### src/rtl/sarseq_pkg.sv
// sarseq_pkg: register map, field positions, reset values and state timing
// assumes one system clock; a "state" is one clock cycle of that clock
`default_nettype none
package sarseq_pkg;
  // register indices on the 8-bit cpu bus
  localparam logic [3:0] ADDR_RES_A_HI = 4'h0;
  localparam logic [3:0] ADDR_CSR = 4'h8;
  localparam logic [3:0] ADDR_TRG = 4'h9;
  // control/status field positions
  localparam int unsigned CSR_FLAG_BIT = 7;
  localparam int unsigned CSR_IE_BIT = 6;
  localparam int unsigned CSR_START_BIT = 5;
  localparam int unsigned CSR_SCAN_BIT = 4;
  localparam int unsigned CSR_CKS_BIT = 3;
  localparam int unsigned CSR_GROUP_BIT = 2;
  localparam int unsigned TRG_EN_BIT = 7;
  localparam logic [7:0] CSR_RESET = 8'h00;
  localparam logic [7:0] TRG_RESET = 8'h7F;
  localparam logic [6:0] TRG_RSVD_ONES = 7'h7F;
  // timing in states
  localparam int unsigned SYNC_SLOW_STATES = 10;
  localparam int unsigned SYNC_FAST_STATES = 6;
  localparam int unsigned SPL_SLOW_STATES = 80;
  localparam int unsigned SPL_FAST_STATES = 40;
  localparam int unsigned CONV_SLOW_MAX_STATES = 266;
  localparam int unsigned CONV_FAST_MAX_STATES = 134;
  localparam int unsigned SCAN_SLOW_STATES = 256;
  localparam int unsigned SCAN_FAST_STATES = 128;
  localparam int unsigned SYNC_SLOW_MAX = 17;
  localparam int unsigned SYNC_FAST_MAX = 9;
  // first conversion fixed at the top of its range (max delay used)
  localparam logic [8:0] FIRST_SLOW_CYC = 9'(CONV_SLOW_MAX_STATES);
  localparam logic [8:0] FIRST_FAST_CYC = 9'(CONV_FAST_MAX_STATES);
  localparam logic [8:0] NEXT_SLOW_CYC = 9'(SCAN_SLOW_STATES);
  localparam logic [8:0] NEXT_FAST_CYC = 9'(SCAN_FAST_STATES);
  localparam logic [8:0] SYNC_SLOW_CYC = 9'(SYNC_SLOW_MAX);
  localparam logic [8:0] SYNC_FAST_CYC = 9'(SYNC_FAST_MAX);
  localparam logic [8:0] SPL_SLOW_CYC = 9'(SPL_SLOW_STATES);
  localparam logic [8:0] SPL_FAST_CYC = 9'(SPL_FAST_STATES);
  typedef enum logic [1:0] {
    SARSEQ_IDLE = 2'b00,
    SARSEQ_SYNC = 2'b01,
    SARSEQ_SAMPLE = 2'b10,
    SARSEQ_CONVERT = 2'b11
  } sarseq_state_e;
endpackage
`default_nettype wire

### src/rtl/sar_adc_sequencer.sv
// sar_adc_sequencer: control, timing and byte read path of a 10-bit sar converter
// assumes an 8-bit cpu bus with single-cycle rd/wr strobes and a standby level
`default_nettype none
module sar_adc_sequencer (
  input wire logic clk,
  input wire logic resetn,
  input wire logic standby,
  input wire logic [3:0] addr,
  input wire logic rd,
  input wire logic wr,
  input wire logic [7:0] wdata,
  input wire logic ext_trigger_in_n,
  input wire logic comp_in,
  output logic [7:0] rdata,
  output logic conversion_end_irq,
  output logic [2:0] analog_sel,
  output logic sample_hold
);
  typedef struct packed {
    logic conversion_end_flag;
    logic conversion_irq_enable;
    logic convert_start_bit;
    logic scan_mode;
    logic conv_time_select;
    logic group_select_bit;
    logic chan_select_hi;
    logic chan_select_lo;
    logic ext_trigger_enable;
    logic flag_seen;
    logic [7:0] temp_latch;
    logic [39:0] results;
    sarseq_pkg::sarseq_state_e state;
    logic [8:0] cnt;
    logic first;
    logic [1:0] pos;
    logic [7:0] rdata;
    logic irq;
    logic [2:0] analog_sel;
    logic sample_hold;
  } sarseq_s;
  sarseq_s q, d;
  logic trig_fall;
  logic [9:0] code;
  logic sar_begin;
  logic sar_step;
  logic [8:0] sync_len;
  logic [8:0] spl_len;
  logic [8:0] total_len;
  logic [1:0] last_pos;
  logic [7:0] csr_val;
  sarseq_sync u_trig (
    .clk(clk),
    .resetn(resetn),
    .d_in(ext_trigger_in_n),
    .fall(trig_fall)
  );
  sarseq_sar u_sar (
    .clk(clk),
    .resetn(resetn),
    .begin_conv(sar_begin),
    .step(sar_step),
    .comp_in(comp_in),
    .code(code)
  );
  assign csr_val = {q.conversion_end_flag, q.conversion_irq_enable, q.convert_start_bit,
                    q.scan_mode, q.conv_time_select, q.group_select_bit,
                    q.chan_select_hi, q.chan_select_lo};
  assign last_pos = {q.chan_select_hi, q.chan_select_lo};
  always_comb begin
    sync_len = q.conv_time_select ? sarseq_pkg::SYNC_FAST_CYC : sarseq_pkg::SYNC_SLOW_CYC;
    spl_len = q.conv_time_select ? sarseq_pkg::SPL_FAST_CYC : sarseq_pkg::SPL_SLOW_CYC;
    if (q.first) begin
      total_len = q.conv_time_select ? sarseq_pkg::FIRST_FAST_CYC
                                     : sarseq_pkg::FIRST_SLOW_CYC;
    end else begin
      // later conversions enter at cnt = sync_len, so the period is counted from there
      total_len = sync_len + (q.conv_time_select ? sarseq_pkg::NEXT_FAST_CYC
                                                 : sarseq_pkg::NEXT_SLOW_CYC);
    end
  end
  // sar steps spread over the convert phase; core begins at sample end
  assign sar_begin = (q.state == sarseq_pkg::SARSEQ_SAMPLE) &&
                     (q.cnt == sync_len + spl_len - 9'd1);
  assign sar_step = (q.state == sarseq_pkg::SARSEQ_CONVERT) && (q.cnt[2:0] == 3'd0);
  always_comb begin
    logic start_req;
    logic stop_req;
    logic conv_done;
    logic [1:0] reg_idx;
    start_req = 1'b0;
    stop_req = 1'b0;
    conv_done = 1'b0;
    reg_idx = 2'd0;
    d = q;
    d.rdata = 8'h00;
    // bus read path
    if (rd) begin
      case (addr)
        sarseq_pkg::ADDR_CSR: begin
          d.rdata = csr_val;
          if (q.conversion_end_flag) begin
            d.flag_seen = 1'b1;
          end
        end
        sarseq_pkg::ADDR_TRG: begin
          d.rdata = {q.ext_trigger_enable, sarseq_pkg::TRG_RSVD_ONES};
        end
        default: begin
          if (addr[3] == 1'b0) begin
            reg_idx = addr[2:1];
            if (addr[0] == 1'b0) begin
              d.rdata = q.results[reg_idx * 10 + 2 +: 8];
              d.temp_latch = {q.results[reg_idx * 10 +: 2], 6'b00_0000};
            end else begin
              d.rdata = q.temp_latch;
            end
          end
        end
      endcase
    end
    // bus write path; settings taken before start so a joint write uses them
    if (wr && addr == sarseq_pkg::ADDR_CSR) begin
      d.conversion_irq_enable = wdata[sarseq_pkg::CSR_IE_BIT];
      d.scan_mode = wdata[sarseq_pkg::CSR_SCAN_BIT];
      d.conv_time_select = wdata[sarseq_pkg::CSR_CKS_BIT];
      d.group_select_bit = wdata[sarseq_pkg::CSR_GROUP_BIT];
      d.chan_select_hi = wdata[1];
      d.chan_select_lo = wdata[0];
      if (!wdata[sarseq_pkg::CSR_FLAG_BIT] && q.flag_seen) begin
        d.conversion_end_flag = 1'b0;
        d.flag_seen = 1'b0;
      end
      if (wdata[sarseq_pkg::CSR_START_BIT] && !q.convert_start_bit) begin
        start_req = 1'b1;
      end else if (!wdata[sarseq_pkg::CSR_START_BIT]) begin
        stop_req = 1'b1;
      end
    end
    if (wr && addr == sarseq_pkg::ADDR_TRG) begin
      d.ext_trigger_enable = wdata[sarseq_pkg::TRG_EN_BIT];
    end
    if (q.ext_trigger_enable && trig_fall && !q.convert_start_bit) begin
      start_req = 1'b1;
    end
    // sequencer
    case (q.state)
      sarseq_pkg::SARSEQ_IDLE: begin
        d.cnt = 9'd0;
      end
      sarseq_pkg::SARSEQ_SYNC: begin
        d.cnt = q.cnt + 9'd1;
        if (q.cnt == sync_len - 9'd1) begin
          d.state = sarseq_pkg::SARSEQ_SAMPLE;
          d.sample_hold = 1'b1;
        end
      end
      sarseq_pkg::SARSEQ_SAMPLE: begin
        d.cnt = q.cnt + 9'd1;
        if (q.cnt == sync_len + spl_len - 9'd1) begin
          d.state = sarseq_pkg::SARSEQ_CONVERT;
          d.sample_hold = 1'b0;
        end
      end
      sarseq_pkg::SARSEQ_CONVERT: begin
        d.cnt = q.cnt + 9'd1;
        if (q.cnt == total_len - 9'd1) begin
          conv_done = 1'b1;
        end
      end
      default: begin
        d.state = sarseq_pkg::SARSEQ_IDLE;
      end
    endcase
    if (conv_done) begin
      d.results[q.pos * 10 +: 10] = code;
      d.first = 1'b0;
      if (!q.scan_mode) begin
        d.convert_start_bit = 1'b0;
        d.conversion_end_flag = 1'b1;
        d.state = sarseq_pkg::SARSEQ_IDLE;
      end else begin
        if (q.pos == last_pos) begin
          d.conversion_end_flag = 1'b1;
          d.pos = 2'd0;
        end else begin
          d.pos = q.pos + 2'd1;
        end
        // later scan conversions skip sync, sampling starts at once
        d.state = sarseq_pkg::SARSEQ_SAMPLE;
        d.cnt = sync_len;
        d.sample_hold = 1'b1;
      end
    end
    if (stop_req) begin
      d.convert_start_bit = 1'b0;
      d.state = sarseq_pkg::SARSEQ_IDLE;
      d.sample_hold = 1'b0;
    end
    if (start_req) begin
      d.convert_start_bit = 1'b1;
      d.state = sarseq_pkg::SARSEQ_SYNC;
      d.cnt = 9'd0;
      d.first = 1'b1;
      d.pos = 2'd0;
      d.sample_hold = 1'b0;
    end
    // single mode converts the chosen input, scan walks from position 0
    if (d.scan_mode) begin
      d.analog_sel = {d.group_select_bit, d.pos};
    end else begin
      d.analog_sel = {d.group_select_bit, d.chan_select_hi, d.chan_select_lo};
      d.pos = {d.chan_select_hi, d.chan_select_lo};
    end
    d.irq = d.conversion_end_flag & d.conversion_irq_enable;
    // standby clears the block like reset
    if (standby) begin
      d = '0;
      d.ext_trigger_enable = sarseq_pkg::TRG_RESET[sarseq_pkg::TRG_EN_BIT];
    end
  end
  always_ff @(posedge clk or negedge resetn) begin
    if (!resetn) begin
      q <= '0;
    end else begin
      q <= d;
    end
  end
  assign rdata = q.rdata;
  assign conversion_end_irq = q.irq;
  assign analog_sel = q.analog_sel;
  assign sample_hold = q.sample_hold;
endmodule // sar_adc_sequencer
`default_nettype wire

### src/rtl/sarseq_sync.sv
// sarseq_sync: two-stage synchroniser plus falling-edge detect
// assumes d_in is asynchronous to clk
`default_nettype none
module sarseq_sync (
  input wire logic clk,
  input wire logic resetn,
  input wire logic d_in,
  output logic fall
);
  typedef struct packed {
    logic s1;
    logic s2;
    logic s3;
  } sarseq_sync_s;
  sarseq_sync_s q, d;
  always_comb begin
    d.s1 = d_in;
    d.s2 = q.s1;
    d.s3 = q.s2;
  end
  // idle level of the pin is high, so reset to ones avoids a false edge
  always_ff @(posedge clk or negedge resetn) begin
    if (!resetn) begin
      q <= 3'b111;
    end else begin
      q <= d;
    end
  end
  assign fall = q.s3 & ~q.s2;
endmodule // sarseq_sync
`default_nettype wire

### src/rtl/sarseq_sar.sv
// sarseq_sar: behavioural successive-approximation core
// assumes a comparator bit arrives each step; ten steps then done
`default_nettype none
module sarseq_sar (
  input wire logic clk,
  input wire logic resetn,
  input wire logic begin_conv,
  input wire logic step,
  input wire logic comp_in,
  output logic [9:0] code
);
  typedef struct packed {
    logic [9:0] code;
    logic [3:0] bit_idx;
  } sarseq_sar_s;
  sarseq_sar_s q, d;
  always_comb begin
    d = q;
    if (begin_conv) begin
      d.code = 10'h200;
      d.bit_idx = 4'h9;
    end else if (step && q.bit_idx != 4'hF) begin
      d.code[q.bit_idx] = comp_in;
      if (q.bit_idx != 4'h0) begin
        d.code[q.bit_idx - 4'h1] = 1'b1;
      end
      d.bit_idx = q.bit_idx - 4'h1;
    end
  end
  always_ff @(posedge clk or negedge resetn) begin
    if (!resetn) begin
      q <= '0;
    end else begin
      q <= d;
    end
  end
  assign code = q.code;
endmodule // sarseq_sar
`default_nettype wire

### config.mk
export PLATFORM = sky130hd
export DESIGN_NAME = sar_adc_sequencer
export DESIGN_NICKNAME = d
export VERILOG_FILES = /design/src/rtl/sarseq_pkg.sv /design/src/rtl/sar_adc_sequencer.sv /design/src/rtl/sarseq_sync.sv /design/src/rtl/sarseq_sar.sv
export SDC_FILE = /design/constraint.sdc
export NUM_CORES = 1
export LEC_CHECK = 0
export BUFFER_PORTS_ARGS = -buffer_cell sky130_fd_sc_hd__buf_2
export CAP_MARGIN = 40
export CORE_MARGIN = 8
export CORE_UTILIZATION = 44
export DETAILED_ROUTE_END_ITERATION = 16
export GPL_ROUTABILITY_DRIVEN = 0
export MAX_ROUTING_LAYER = met4
export SLEW_MARGIN = 20
export SYNTH_ARGS = -nofsm -noshare
export SYNTH_HDL_FRONTEND = slang
export SYNTH_HIERARCHICAL = 1
export SYNTH_SLANG_ARGS = --single-unit
### constraint.sdc
create_clock -name clk -period 5.1 [get_ports clk]
set_input_delay 1.275 -clock clk [delete_from_list [all_inputs] [get_ports clk]]
set_output_delay 1.275 -clock clk [all_outputs]
set_load 0.01 [all_outputs]
Yosys cells after proc, flatten, opt, wreduce, memory -nomap -nowiden. Index checks and enable logic that the tools add are counted.

Output and inout bits: 13. Register bits after elaboration: 102. Word-level logic and storage cells: 160.

$lt $le $gt $ge: 4. Add/sub/neg operators: 10. Reductions and logical operators: 29. Equal/unequal tests: 16. Bitwise logic cells: 4. Shift-type cells: 4. Mux-type cells: 66. $mul: 2.

Operators by type and width (number): 85-bit two-way mux (1); 54-bit two-way mux (1); 8-bit two-way mux (6); 9-bit two-way mux (5); 14-bit two-way mux (3); 40-bit bitwise mux (1); 10-bit by 34-bit variable shift with 40-bit output, first input constant (1); 10-bit by 34-bit indexed part select with 40-bit output (1); 40-bit by 7-bit indexed part select with 2-bit output (1); 40-bit by 8-bit indexed part select with 8-bit output (1); 6-bit negation with 34-bit output (1); 1-bit two-way mux (29); 9-bit equality test (3); 2-bit two-way mux (9); 9-bit one-hot mux with 2 select lines (1); 8-bit one-hot mux with 2 select lines (1); 1-bit logical AND (11); 10-bit bitwise mux (1); 4-bit by 5-bit less-than comparator with 1-bit output, second input constant (2); 2-bit by 3-bit multiplier with 5-bit output, second input constant (2); 10-bit two-way mux (1); 5-bit two-way mux (2); 10-bit OR (1); 2-bit nonzero test (5); 37 further kinds (45).

Depth between registers and ports, before layout. Gate-level depths: netlist of the first run.

Word-level depth: 12. Depth in mapped cells: 10. Mapped depth without buffers: 7.

Cells and area by module. The synthesis of the first run kept the hierarchy.

By module, submodules not included: sar_adc_sequencer (area an instance 4912.2 µm², sequential area each 1901.8 µm², times used 1, cells each 510); sarseq_sar (area an instance 1112.3 µm², sequential area each 350.3 µm², times used 1, cells each 121); sarseq_sync (area an instance 92.6 µm², sequential area each 78.8 µm², times used 1, cells each 4).

Worst setup path before layout of the first run. OpenSTA, ideal clock, no wires.

Path type: input to register. Start: input addr[1]. End: register q, in the netlist analog_sel[1]. Cell stages on the path: 6. Required time: 4974 ps. Path slack: 2279 ps. Data arrival time: 2695 ps. Cell sequence: or3b_1 buf_2 nor2_4 mux2i_1 a211oi_1 a221o_1.

Word-level cells in the longest chain between the ends: 7. Elaborated cells on any way between the ends: 8. Those cells by class: eq/ne: 1; mux: 6; reduce/logical: 1.

RTL lines: start: declaration (RTL line sar_adc_sequencer.sv:8) `input wire logic [3:0] addr,`; 4-bit equality test * (RTL line sar_adc_sequencer.sv:122) `if (wr && addr == sarseq_pkg::ADDR_CSR) begin`; 1-bit logical AND * (RTL line sar_adc_sequencer.sv:122); 1-bit two-way mux (RTL line sar_adc_sequencer.sv:122); 1-bit two-way mux (RTL line sar_adc_sequencer.sv:142) `if (q.ext_trigger_enable && trig_fall && !q.convert_start_bit) begin`; 14-bit two-way mux (RTL line sar_adc_sequencer.sv:199) `if (start_req) begin`; 2-bit two-way mux * (RTL line sar_adc_sequencer.sv:208) `if (d.scan_mode) begin`; 85-bit two-way mux * (RTL line sar_adc_sequencer.sv:216) `if (standby) begin`; end signal: assignment (RTL line sar_adc_sequencer.sv:223) `q <= '0;`; end signal: assignment (RTL line sar_adc_sequencer.sv:225) `q <= d;`; end: declaration (RTL line sar_adc_sequencer.sv:41) `sarseq_s q, d;`.

Mark *: on every way between the ends. The rest lies on a longest branch, timed or not. The select of a mux whose other input is x is not followed. A chain may end at the register's enable or synchronous reset.

Worst setup path in the final report of the first run.
Start: input addr[1]. End: register q[25] (netlist name).

Word-level cells in the longest chain between the ends: 6. Elaborated cells on any way between the ends: 12. Those cells by class: eq/ne: 3; mux: 6; reduce/logical: 3.

RTL lines (RTL line): 4-bit equality test * (sar_adc_sequencer.sv:122); 1-bit logical AND * (sar_adc_sequencer.sv:122); 1-bit two-way mux (sar_adc_sequencer.sv:122); 1-bit two-way mux or 2-bit two-way mux (tied branches) (sar_adc_sequencer.sv:142, sar_adc_sequencer.sv:194); 6-bit != test (no source line) (tied with other cells); 3-bit AND reduction (no source line) or 85-bit two-way mux (tied branches).

Mark *: on every way between the ends. The rest lies on a longest branch, timed or not.

==> summary.txt, run 1 <==
Synthesis
  – Syn. warnings: 6
  – Number of flops mapped to enable cells by yosys: 0
  – Cells after synthesis: 635
  – Post-synth ARST share: 1.000
  – Syn avg cell area: 9.633 um2
  – Synth cell count leaders: dfrtp_1 (90), nand2_1 (55), a21oi_1 (37), nor2_1 (37), nand3_1 (32)
  – Post-synthesis cell area: 0.006117 mm2
  – Post-synthesis sequential area ratio: 0.3811
  – Top FF cell, synth: dfrtp_1
  – Flip-flop and latch count after synthesis: 93
  – Most numerous cell in the Yosys netlist: dfrtp_1
  – Yosys top cell area share: 0.3682
  – Synthesized Nets: 679
  – Synth area leaders: dfrtp_1 (37%), ha_1 (5.1%), mux4_2 (4.4%)
  – Post-synth top area cell: dfrtp_1
  – Synth cell types: 82

Critical path
  – CP max FO: 12
  – Top delay family on crit path: compound AO/OA/AOI/OAI gates
  – CP arrival: 3.37 ns
  – Startpoint Class: primary input
  – Slowest CP cell: a41oi_1
  – Worst EP required: 5.34 ns
  – Max incr delay on CP: 0.43 ns
  – Critical path type: primary input to register
  – R2R depth: 7
  – Worst path cell trace: buf_2 -> nor3b_1 -> buf_4 -> a41oi_1 -> nand2_1 -> o32ai_2 -> mux2_2
  – WP depth: 7
  – WP buf/inv: 2
  – Crit end category: register

Power and ir drop
  – Peak supply drop: 0.0003181 V
  – Power density over the cells: 318.8 mW/mm2
  – Total Power: 2.091 mW
  – Leak Pwr: 2.797 nW

Final layout
  – Area growth syn-to-layout: 7.241%
  – Diode count: 0
  – Final nets: 670
  – Fin cells: 811
  – Fill count: 1322
  – Final design utilization: 0.4782
  – Share of cells above drive strength 1: 0.1664

Timing
  – Max Clock Skew: 0.009396 ns
  – Fmax: 319.8 MHz
  – Final setup violation count: 0
  – Post-layout minimum cycle time: 3.127 ns
  – Worst-Margin Slew: 0.7492 ns
  – Final Slew Violations: 0
  – Slew headroom: 0.4990
  – Fin. Hold Viols: 0
  – Fin crit share: 0.6132
  – RSZ-0062 raised after global routing: no
  – Setup TNS: 0 ns
  – PnR worst setup slack: 1.973 ns

Drt
  – DRT Wirelength: 15940 um
  – Via count: 4861
  – DRT Pass-1 Iters: 5
  – Routed vias/inst: 5.994
  – WL/cell: 19.66 um
  – DR iter-0 viols: 367
  – Antenna-violating nets left: 0
  – Post-route DRC: 0

Floorplanning
  – # IOs: 32
  – Initial Util: 0.4459
  – Core area: 0.01372 mm2
  – Die Width: 133.9 um
  – Die Y: 133.9 um
  – Die area: 0.01793 mm2
  – Num rows: 43

Clock network
  – Max clock buf depth: 2
  – CTS Hold Bufs: 0
  – CTS Sinks: 93
  – Root Buffer: clkbuf_16
  – Worst-Skew Late Latency: 0.35 ns
  – CTS H-tree depth: 3
  – Post-CTS resize count: 0
  – Clock tree from TritonCTS: yes
  – Clk slew on worst S/H paths: 0.07 ns
  – TritonCTS buffer count: 9
  – Setup repair bufs after CTS: 0

Run status
  – Status: complete, no violations

Min path
  – Hold path cells: 0
  – Worst Hold Class: register to register

Run
  – Number of max-cap violations: 0

Placed design
  – Port Buffers: 31
  – Dpl cells: 793
  – DPL Wire Length: 11650 um
  – Worst slack at placement: 1.622 ns

GRT
  – Total congestion overflow: 0
  – Largest net degree at the start of global routing: 49
  – Number of global-route vias before repair: 4684
  – First-pass GRT wire length: 25880 um
  – Overall routing resource usage: 0.1844
  – Initial antenna violation count: 0
## cell usage in the layout, fill, tap and decap left out, types with 6 or more instances in the layout
cell,instances
nor3b_1,9
nor2_1,37
o21ai_0,31
inv_1,28
nand2b_1,9
mux2i_1,18
a22o_1,16
clkbuf_16,9
buf_2,31
and3_1,6
and3b_1,7
nand2_1,55
nand3_1,32
ha_1,25
nor3_1,12
a31oi_1,7
mux4_2,12
mux2_2,15
dfrtp_1,90
o22ai_1,12
a21oi_1,37
xor2_1,11
nand4_1,6
## report_power, final
part	switching, mW	total, mW	internal, mW
registers	0.0984	0.884	0.785
clock network	0.297	0.672	0.375
logic	0.309	0.536	0.227
total	0.705	2.09	1.39
## worst register-to-register path, cell delays in order, from the launching register on
cell	delay, ns
dfrtp_1	0.62
inv_1	0.13
ha_1	0.30
xor2_1	0.17
nor3_1	0.38
nand3_1	0.45
nor3_4	0.52
a22o_1	0.20
## cell families after synthesis
group                    share of synthesized area
adder cells (fa/ha/maj)                    0.05114
AND/OR/NAND/NOR                             0.1870
XOR/XNOR                                   0.02271
multiplexers                                0.1037
AO/OA/AOI/OAI                               0.1794
flip-flops                                  0.3811
buffers and inverters                      0.07506
## state kept, by name, indices dropped and copies added (netlist names)
name,cells
q,56
u_sar/code,10
rdata,8
csr_val,7
u_sar/q,4
analog_sel,3
u_trig/d,2
conversion_end_irq,1
sample_hold,1
u_trig/q,1
## through the flow
stage	cell area (um2)	hold WS [ns]
after floorplan	6117	0.3452
after global placement	6172	0.3458
after detailed placement	6231	0.3468
after CTS	6528	0.3597
after global routing	6560	0.3639
final	6560	0.3609
## metal layers
metal | part of all wire | track usage | vias up
met2 | 0.47 | 0.2770 | 162
li1 | - | - | 2275
met5 | 0 | - | -
met1 | 0.46 | 0.2451 | 2411
met3 | 0.063 | 0.04862 | 13
met4 | 0.010 | 0.04055 | 0
## cell type report
class                      instances  area [um2]  area share
sequential                        93        2331      0.3553
inverter                          29       108.9     0.01659
clock inverter                     3       26.28    0.004005
multi-input combinational        453        3327      0.5072
timing repair buffer              40       271.5     0.04139
tap                              180       225.2     0.03433
clock buffer                      13       270.3     0.04120
## worst paths after layout
path / start / to / slack, ns
worst min register to register: u_trig/d[1]$_DFF_PN1_ / u_trig/d[0]$_DFF_PN1_ / 0.36
max in group asynchronous: resetn / u_trig/d[0]$_DFF_PN1_ / 3.61
worst max register to register: csr_val[3]$_DFFE_PN0P_ / q[44]$_DFFE_PN0P_ / 2.26
worst min-delay path: u_trig/d[1]$_DFF_PN1_ / u_trig/d[0]$_DFF_PN1_ / 0.36
min in group asynchronous: resetn / q[44]$_DFFE_PN0P_ / 0.82
worst max-delay path: addr[1] / q[25]$_DFFE_PN0P_ / 1.97
No activity file was read; power rests on OpenSTA's default activity.
==> run 2: changes to the inputs <==
- ABC_AREA: default -> 1
- clock period: 5.1 -> 3.07 ns (I/O delays scaled with it)
==> summary.txt, run 2 <==
Power and ir drop
  – NetSw: 1.482 mW (+110%)
  – Sw Share: 0.3760 (+0.03908)
  – Clock power share: 0.315 (-0.006)
  – Leak Pwr: 3.445 nW (+23%)
  – Comb pwr share: 0.294 (+0.038)
  – Internal Pwr Total: 2.459 mW (+77%)
  – Power density over the cells: 566.8 mW/mm2 (+78%)
  – Sequential share of power: 0.391 (-0.031)
  – Peak supply drop: 0.0005313 V (+67%)

Timing
  – Fin. Hold Viols: 0 (unchanged)
  – Worst-Margin Slew: 0.6251 ns (-0.1240 ns)
  – Fmax: 413.0 MHz
  – WHS: 0.3136 ns (-0.04724 ns)
  – Setup TNS: 0 ns (unchanged)
  – PnR worst setup slack: 0.6484 ns (-1.324 ns)
  – Slew headroom: 0.5823 (+0.08336)
  – RSZ-0062 raised after global routing: no
  – Post-layout minimum cycle time: 2.422 ns
  – Final setup violation count: 0 (unchanged)
  – Final Slew Violations: 0 (unchanged)
  – Max Clock Skew: 0.008001 ns (-0.001395 ns)
  – Fin crit share: 0.7888

Placed design
  – DPL Wire Length: 13200 um (+13%)
  – Port Buffers: 31 (unchanged)
  – DP Area: 0.006630 mm2 (+6.4%)
  – Worst slack at placement: 0.6729 ns (-0.9496 ns)

Drt
  – DRT Pass-1 Iters: 5 (unchanged)
  – Post-route DRC: 0 (unchanged)
  – DR iter-0 viols: 464 (+26%)
  – Via count: 5780 (+19%)
  – DRT Wirelength: 17630 um (+11%)
  – Antenna-violating nets left: 0 (unchanged)
  – WL/cell: 16.40 um (-17%)
  – Routed vias/inst: 5.377 (-10%)

Synthesis
  – Most numerous cell in the Yosys netlist: nand2_1
  – Syn avg cell area: 7.314 um2 (-24%)
  – Synth area leaders: dfrtp_1 (35%), nand2_1 (14%), nand3_1 (8.2%)
  – Synthesized Nets: 933 (+37%)
  – Post-synthesis cell area: 0.006502 mm2 (+6.3%)
  – Top FF cell, synth: dfrtp_1
  – Synth cell count leaders: nand2_1 (251), nand3_1 (107), dfrtp_1 (90)
  – Post-synthesis sequential area ratio: 0.3585 (-0.02258)
  – Number of flops mapped to enable cells by yosys: 0 (unchanged)
  – Synth cell types: 46 (-44%)
  – Post-synth top area cell: dfrtp_1
  – Yosys top cell area share: 0.3464 (-0.02182)
  – Post-synth ARST share: 1.000 (unchanged)
  – Syn. warnings: 6 (unchanged)
  – Cells after synthesis: 889 (+40%)
  – Flip-flop and latch count after synthesis: 93 (unchanged)

Critical path
  – Critical path type: register to register
  – Startpoint Class: register
  – Crit end category: register
  – CP arrival: 2.70 ns (-0.67 ns)
  – Worst EP required: 3.35 ns (-1.99 ns)
  – CP max FO: 11 (-1)

GRT
  – Met1 Use GR: 0.2705 (+0.02540)
  – Global Route met3 Usage: 0.03355 (-0.01506)
  – Number of global-route vias before repair: 5371 (+15%)
  – GR Util met2: 0.2940 (+0.01702)
  – Overall routing resource usage: 0.1991 (+0.01476)
  – Largest net degree at the start of global routing: 42 (-14%)
  – Total congestion overflow: 0 (unchanged)
  – GRT busiest layer: met2
  – Initial antenna violation count: 0 (unchanged)
  – First-pass GRT wire length: 28680 um (+11%)

Clock network
  – Root Buffer: clkbuf_16
  – TritonCTS buffer count: 9 (unchanged)
  – Worst-Skew Late Latency: 0.35 ns (about the same)
  – CTS Hold Bufs: 0 (unchanged)
  – Post-CTS resize count: 0 (unchanged)
  – Clock tree from TritonCTS: yes
  – CTS H-tree depth: 3 (unchanged)
  – CTS Sinks: 93 (unchanged)
  – Setup repair bufs after CTS: 0 (unchanged)
  – Clk slew on worst S/H paths: 0.07 ns (about the same)
  – Max clock buf depth: 2 (unchanged)

Min path
  – Worst Hold Class: primary input to async pin

Floorplanning
  – Initial Util: 0.4491 (+0.003228)
  – # IOs: 32 (unchanged)
  – Num rows: 44 (+2.3%)
  – Die Y: 137.6 um (+2.7%)
  – Core area: 0.01448 mm2 (+5.5%)
  – Die area: 0.01892 mm2 (+5.5%)
  – Die Width: 137.6 um (+2.7%)

Final layout
  – Fill count: 1457 (+10%)
  – Diode count: 0 (unchanged)
  – Area growth syn-to-layout: 6.946%
  – Commonest non-fill, non-tap cells in the layout: nand2_1 (251), nand3_1 (107), dfrtp_1 (90), inv_1 (64), nor2_1 (62)
  – Fin area: 0.006954 mm2 (+6.0%)
  – Multi-input logic area: 0.003511 mm2 (+5.5%)
  – Final design utilization: 0.4803 (+0.002139)
  – Share of cells above drive strength 1: 0.1347 (-0.03172)
  – FF/Latch Area: 0.002331 mm2 (unchanged)
  – Most common cell after layout, fill and taps aside: nand2_1
  – Biggest register: q
  – Max reg flops: 56 (unchanged)
  – Final nets: 930 (+39%)

Run status
  – Status: complete, no violations

Run
  – Number of max-cap violations: 0 (unchanged)
==> run 2: path summary, 6_finish.rpt <==
path	from	to	slack, ns	cells after the start
setup / recovery	analog_sel[0]$_DFFE_PN0P_	q[34]$_DFFE_PN0P_	0.65	10
hold / removal	resetn	q[20]$_DFF_PN0_	0.31	1
setup reg to reg	analog_sel[0]$_DFFE_PN0P_	q[34]$_DFFE_PN0P_	0.65	10
hold reg to reg	u_trig/d[1]$_DFF_PN1_	u_trig/d[0]$_DFF_PN1_	0.36	0
max in group asynchronous	resetn	q[49]$_DFFE_PN0P_	2.00	3
min in group clk	u_trig/d[1]$_DFF_PN1_	u_trig/d[0]$_DFF_PN1_	0.36	0
==> run 2: logic make-up after synthesis <==
family	synth area share
simple gates	0.3539
xor+xnor	0.009429
flops	0.3585
mux	0.009236
compound gates	0.1193
fa+ha+maj	0.04810
buf+inv	0.1016
==> run 2: through the flow <==
stage,power (mW),std cells
finish,3.941,1075
global route,4.201,1075
CTS,3.967,1075
detailed placement,2.715,1059
global placement,2.715,1058
floorplan,2.506,889
==> run 2: routing by layer <==
layer | wire (um) | up-vias
met5 | 0 | -
met4 | 399 | 0
met3 | 876 | 24
met2 | 7912 | 177
met1 | 8435 | 2666
li1 | - | 2913
==> run 2: layout make-up <==
| class | count | area share |
|---|---|---|
| Clock inverter | 6 | 0.01367 |
| Tap cell | 184 | 0.03311 |
| Timing Repair Buffer | 40 | 0.03706 |
| Inverter | 78 | 0.04318 |
| Clock buffer | 10 | 0.03293 |
| Sequential cell | 93 | 0.3352 |
| Multi-Input combinational cell | 664 | 0.5049 |
==> run 2: critical path, stage by stage, from the launching register on <==
cell     delay (ns)
dfrtp_1        0.38
inv_1          0.25
ha_1           0.47
inv_1          0.32
nor2_1         0.23
nand2_1        0.11
inv_1          0.14
nand2_1        0.09
o22ai_1        0.18
inv_1          0.07
o21ai_1        0.11
==> run 2: power by group through the flow <==
stage          logic [mW]  clock network [mW]  registers [mW]
3_5_place_dp         1.15                   0            1.56
5_1_grt              1.33                1.31            1.56
2_1_floorplan        1.06                   0            1.45
6_report             1.16                1.24            1.54
3_3_place_gp         1.15                   0            1.56
4_1_cts              1.16                1.27            1.54
==> run 3: changes to the inputs <==
- clock period: 3.07 -> 2.4 ns (I/O delays scaled with it)
==> summary.txt, run 3 (same netlist as run 2, synthesis figures left out) <==
Floorplanning
  – Core area: 0.01448 mm2 (unchanged)
  – Initial Util: 0.4491 (unchanged)
  – Die Y: 137.6 um (unchanged)
  – Die Width: 137.6 um (unchanged)
  – # IOs: 32 (unchanged)
  – Num rows: 44 (unchanged)
  – Die area: 0.01892 mm2 (unchanged)

Critical path
  – Setup crit end: q[61]$_DFFE_PN0P_
  – Max incr delay on CP: 0.50 ns (+0.03 ns)
  – Critical path type: register to register
  – CP arrival: 2.35 ns (-0.35 ns)
  – Top delay family on crit path: simple AND/OR/NAND/NOR gates
  – Reg2Reg Launch Point: csr_val[3]$_DFFE_PN0P_
  – R2R depth: 9 (-1)
  – WP buf/inv: 2 (-2)
  – Startpoint Class: register
  – CP max FO: 14 (+3)
  – Crit end category: register
  – R2R Path End: q[61]$_DFFE_PN0P_
  – Slowest CP cell: dfrtp_2
  – Worst path cell trace: inv_6 -> ha_1 -> inv_1 -> nand2_1 -> nand2_2 -> nand3_2 -> nor2_4 -> nand3_1 -> o21ai_0
  – Setup crit start: csr_val[3]$_DFFE_PN0P_
  – WP depth: 9 (-1)
  – Worst EP required: 2.67 ns (-0.68 ns)
  – R2R setup slack: 0.32 ns (-0.33 ns)

Timing
  – Setup TNS: 0 ns (unchanged)
  – RSZ-0062 raised after global routing: no
  – Post-layout minimum cycle time: 2.084 ns (-0.3378 ns)
  – Slew headroom: 0.5882 (+0.005888)
  – Final setup violation count: 0 (unchanged)
  – Max Clock Skew: 0.01022 ns (+0.002223 ns)
  – Worst-Margin Slew: 0.6099 ns (-0.01522 ns)
  – Fin. Hold Viols: 0 (unchanged)
  – Fmax: 479.9 MHz (+16%)
  – Final Slew Violations: 0 (unchanged)
  – Fin crit share: 0.8683 (+0.07946)

Final layout
  – Share of cells above drive strength 1: 0.1433 (+0.008653)
  – Biggest register: q
  – Fill count: 1499 (+2.9%)
  – Area growth syn-to-layout: 7.812%
  – Final design utilization: 0.4842 (+0.003889)
  – Max reg flops: 56 (unchanged)
  – Fin cells: 1084 (+0.84%)
  – FF/Latch Area: 0.002332 mm2 (about the same)
  – Final nets: 939 (+0.97%)
  – Most common cell after layout, fill and taps aside: nand2_1
  – Multi-input logic area: 0.003511 mm2 (unchanged)
  – Diode count: 0 (unchanged)
  – Commonest non-fill, non-tap cells in the layout: nand2_1 (251), nand3_1 (107), dfrtp_1 (89), inv_1 (64), nor2_1 (62)

Clock network
  – Worst-Skew Late Latency: 0.36 ns (about the same)
  – Post-CTS resize count: 0 (unchanged)
  – Root Buffer: clkbuf_16
  – Setup repair bufs after CTS: 0 (unchanged)
  – CTS Sinks: 93 (unchanged)
  – Clk slew on worst S/H paths: 0.07 ns (about the same)
  – Max clock buf depth: 2 (unchanged)
  – CTS Hold Bufs: 0 (unchanged)
  – TritonCTS buffer count: 9 (unchanged)
  – Clock tree from TritonCTS: yes
  – CTS H-tree depth: 3 (unchanged)

Placed design
  – Dpl cells: 1068 (+0.85%)
  – Port Buffers: 31 (unchanged)
  – DPL Wire Length: 13260 um (+0.41%)

Drt
  – Antenna-violating nets left: 0 (unchanged)
  – Routed vias/inst: 5.377 (about the same)
  – Post-route DRC: 0 (unchanged)
  – WL/cell: 16.04 um (-2.1%)
  – Via count: 5829 (+0.85%)
  – DR iter-0 viols: 449 (-3.2%)
  – DRT Pass-1 Iters: 5 (unchanged)
  – DRT Wirelength: 17390 um (-1.3%)

GRT
  – Initial antenna violation count: 0 (unchanged)
  – First-pass GRT wire length: 28570 um (-0.41%)
  – Total congestion overflow: 0 (unchanged)
  – Overall routing resource usage: 0.1989 (-0.0002707)
  – Number of global-route vias before repair: 5427 (+1.0%)
  – Largest net degree at the start of global routing: 49 (+17%)

Run
  – Number of max-cap violations: 0 (unchanged)

Run status
  – Status: complete, no violations

Power and ir drop
  – Total Power: 5.048 mW (+28%)
  – Power density over the cells: 720.1 mW/mm2 (+27%)
  – Leak Pwr: 3.485 nW (+1.1%)
  – Peak supply drop: 0.0007528 V (+42%)

Min path
  – Worst Hold Class: primary input to async pin
[run 3: worst min-delay path by stage]
stage,slack (ns),start,cells past startpoint,end
floorplan,0.30,resetn,0,analog_sel[0]$_DFFE_PN0P_
global placement,0.35,u_trig/d[1]$_DFF_PN1_,0,u_trig/d[0]$_DFF_PN1_
detailed placement,0.35,u_trig/d[1]$_DFF_PN1_,0,u_trig/d[0]$_DFF_PN1_
CTS,0.27,resetn,1,u_sar/q[0]$_DFFE_PN0P_
global route,0.31,resetn,1,sample_hold$_DFF_PN0_
finish,0.26,resetn,1,sample_hold$_DFF_PN0_
[run 3: per-layer routing]
layer / up-vias / global-route usage / wire length (um) / share of wire
met4: 0 / 0.06820 / 389 / 0.022
met5: - / - / 0 / 0
li1: 2923 / - / - / -
met1: 2720 / 0.2700 / 8361 / 0.48
met2: 164 / 0.2927 / 7711 / 0.44
met3: 22 / 0.03501 / 929 / 0.053
[run 3: stage by stage]
stage	hold slack, ns	setup WS (ns)	cell area [um2]
floorplan	0.3044	0.5174	6502
global placement	0.3483	0.2776	6690
detailed placement	0.3468	0.2281	6690
CTS	0.2712	0.2022	7009
global route	0.3107	0.04981	7010
finish	0.2561	0.3162	7010
[run 3: final cells by class]
type	count	share of cell area
clock inverters	5	0.01231
inverters	78	0.04283
well taps	184	0.03284
flip-flops and latches	93	0.3327
clock buffers	11	0.03320
multi-input cells	664	0.5008
repair buffers	49	0.04533
[run 3: where the power goes]
part | switching [mW] | internal, mW | leakage, nW
Combinational | 0.994 | 0.519 | 2.08
Sequential | 0.272 | 1.71 | 1.25
Clock | 0.634 | 0.919 | 0.154
Total | 1.90 | 3.15 | 3.48
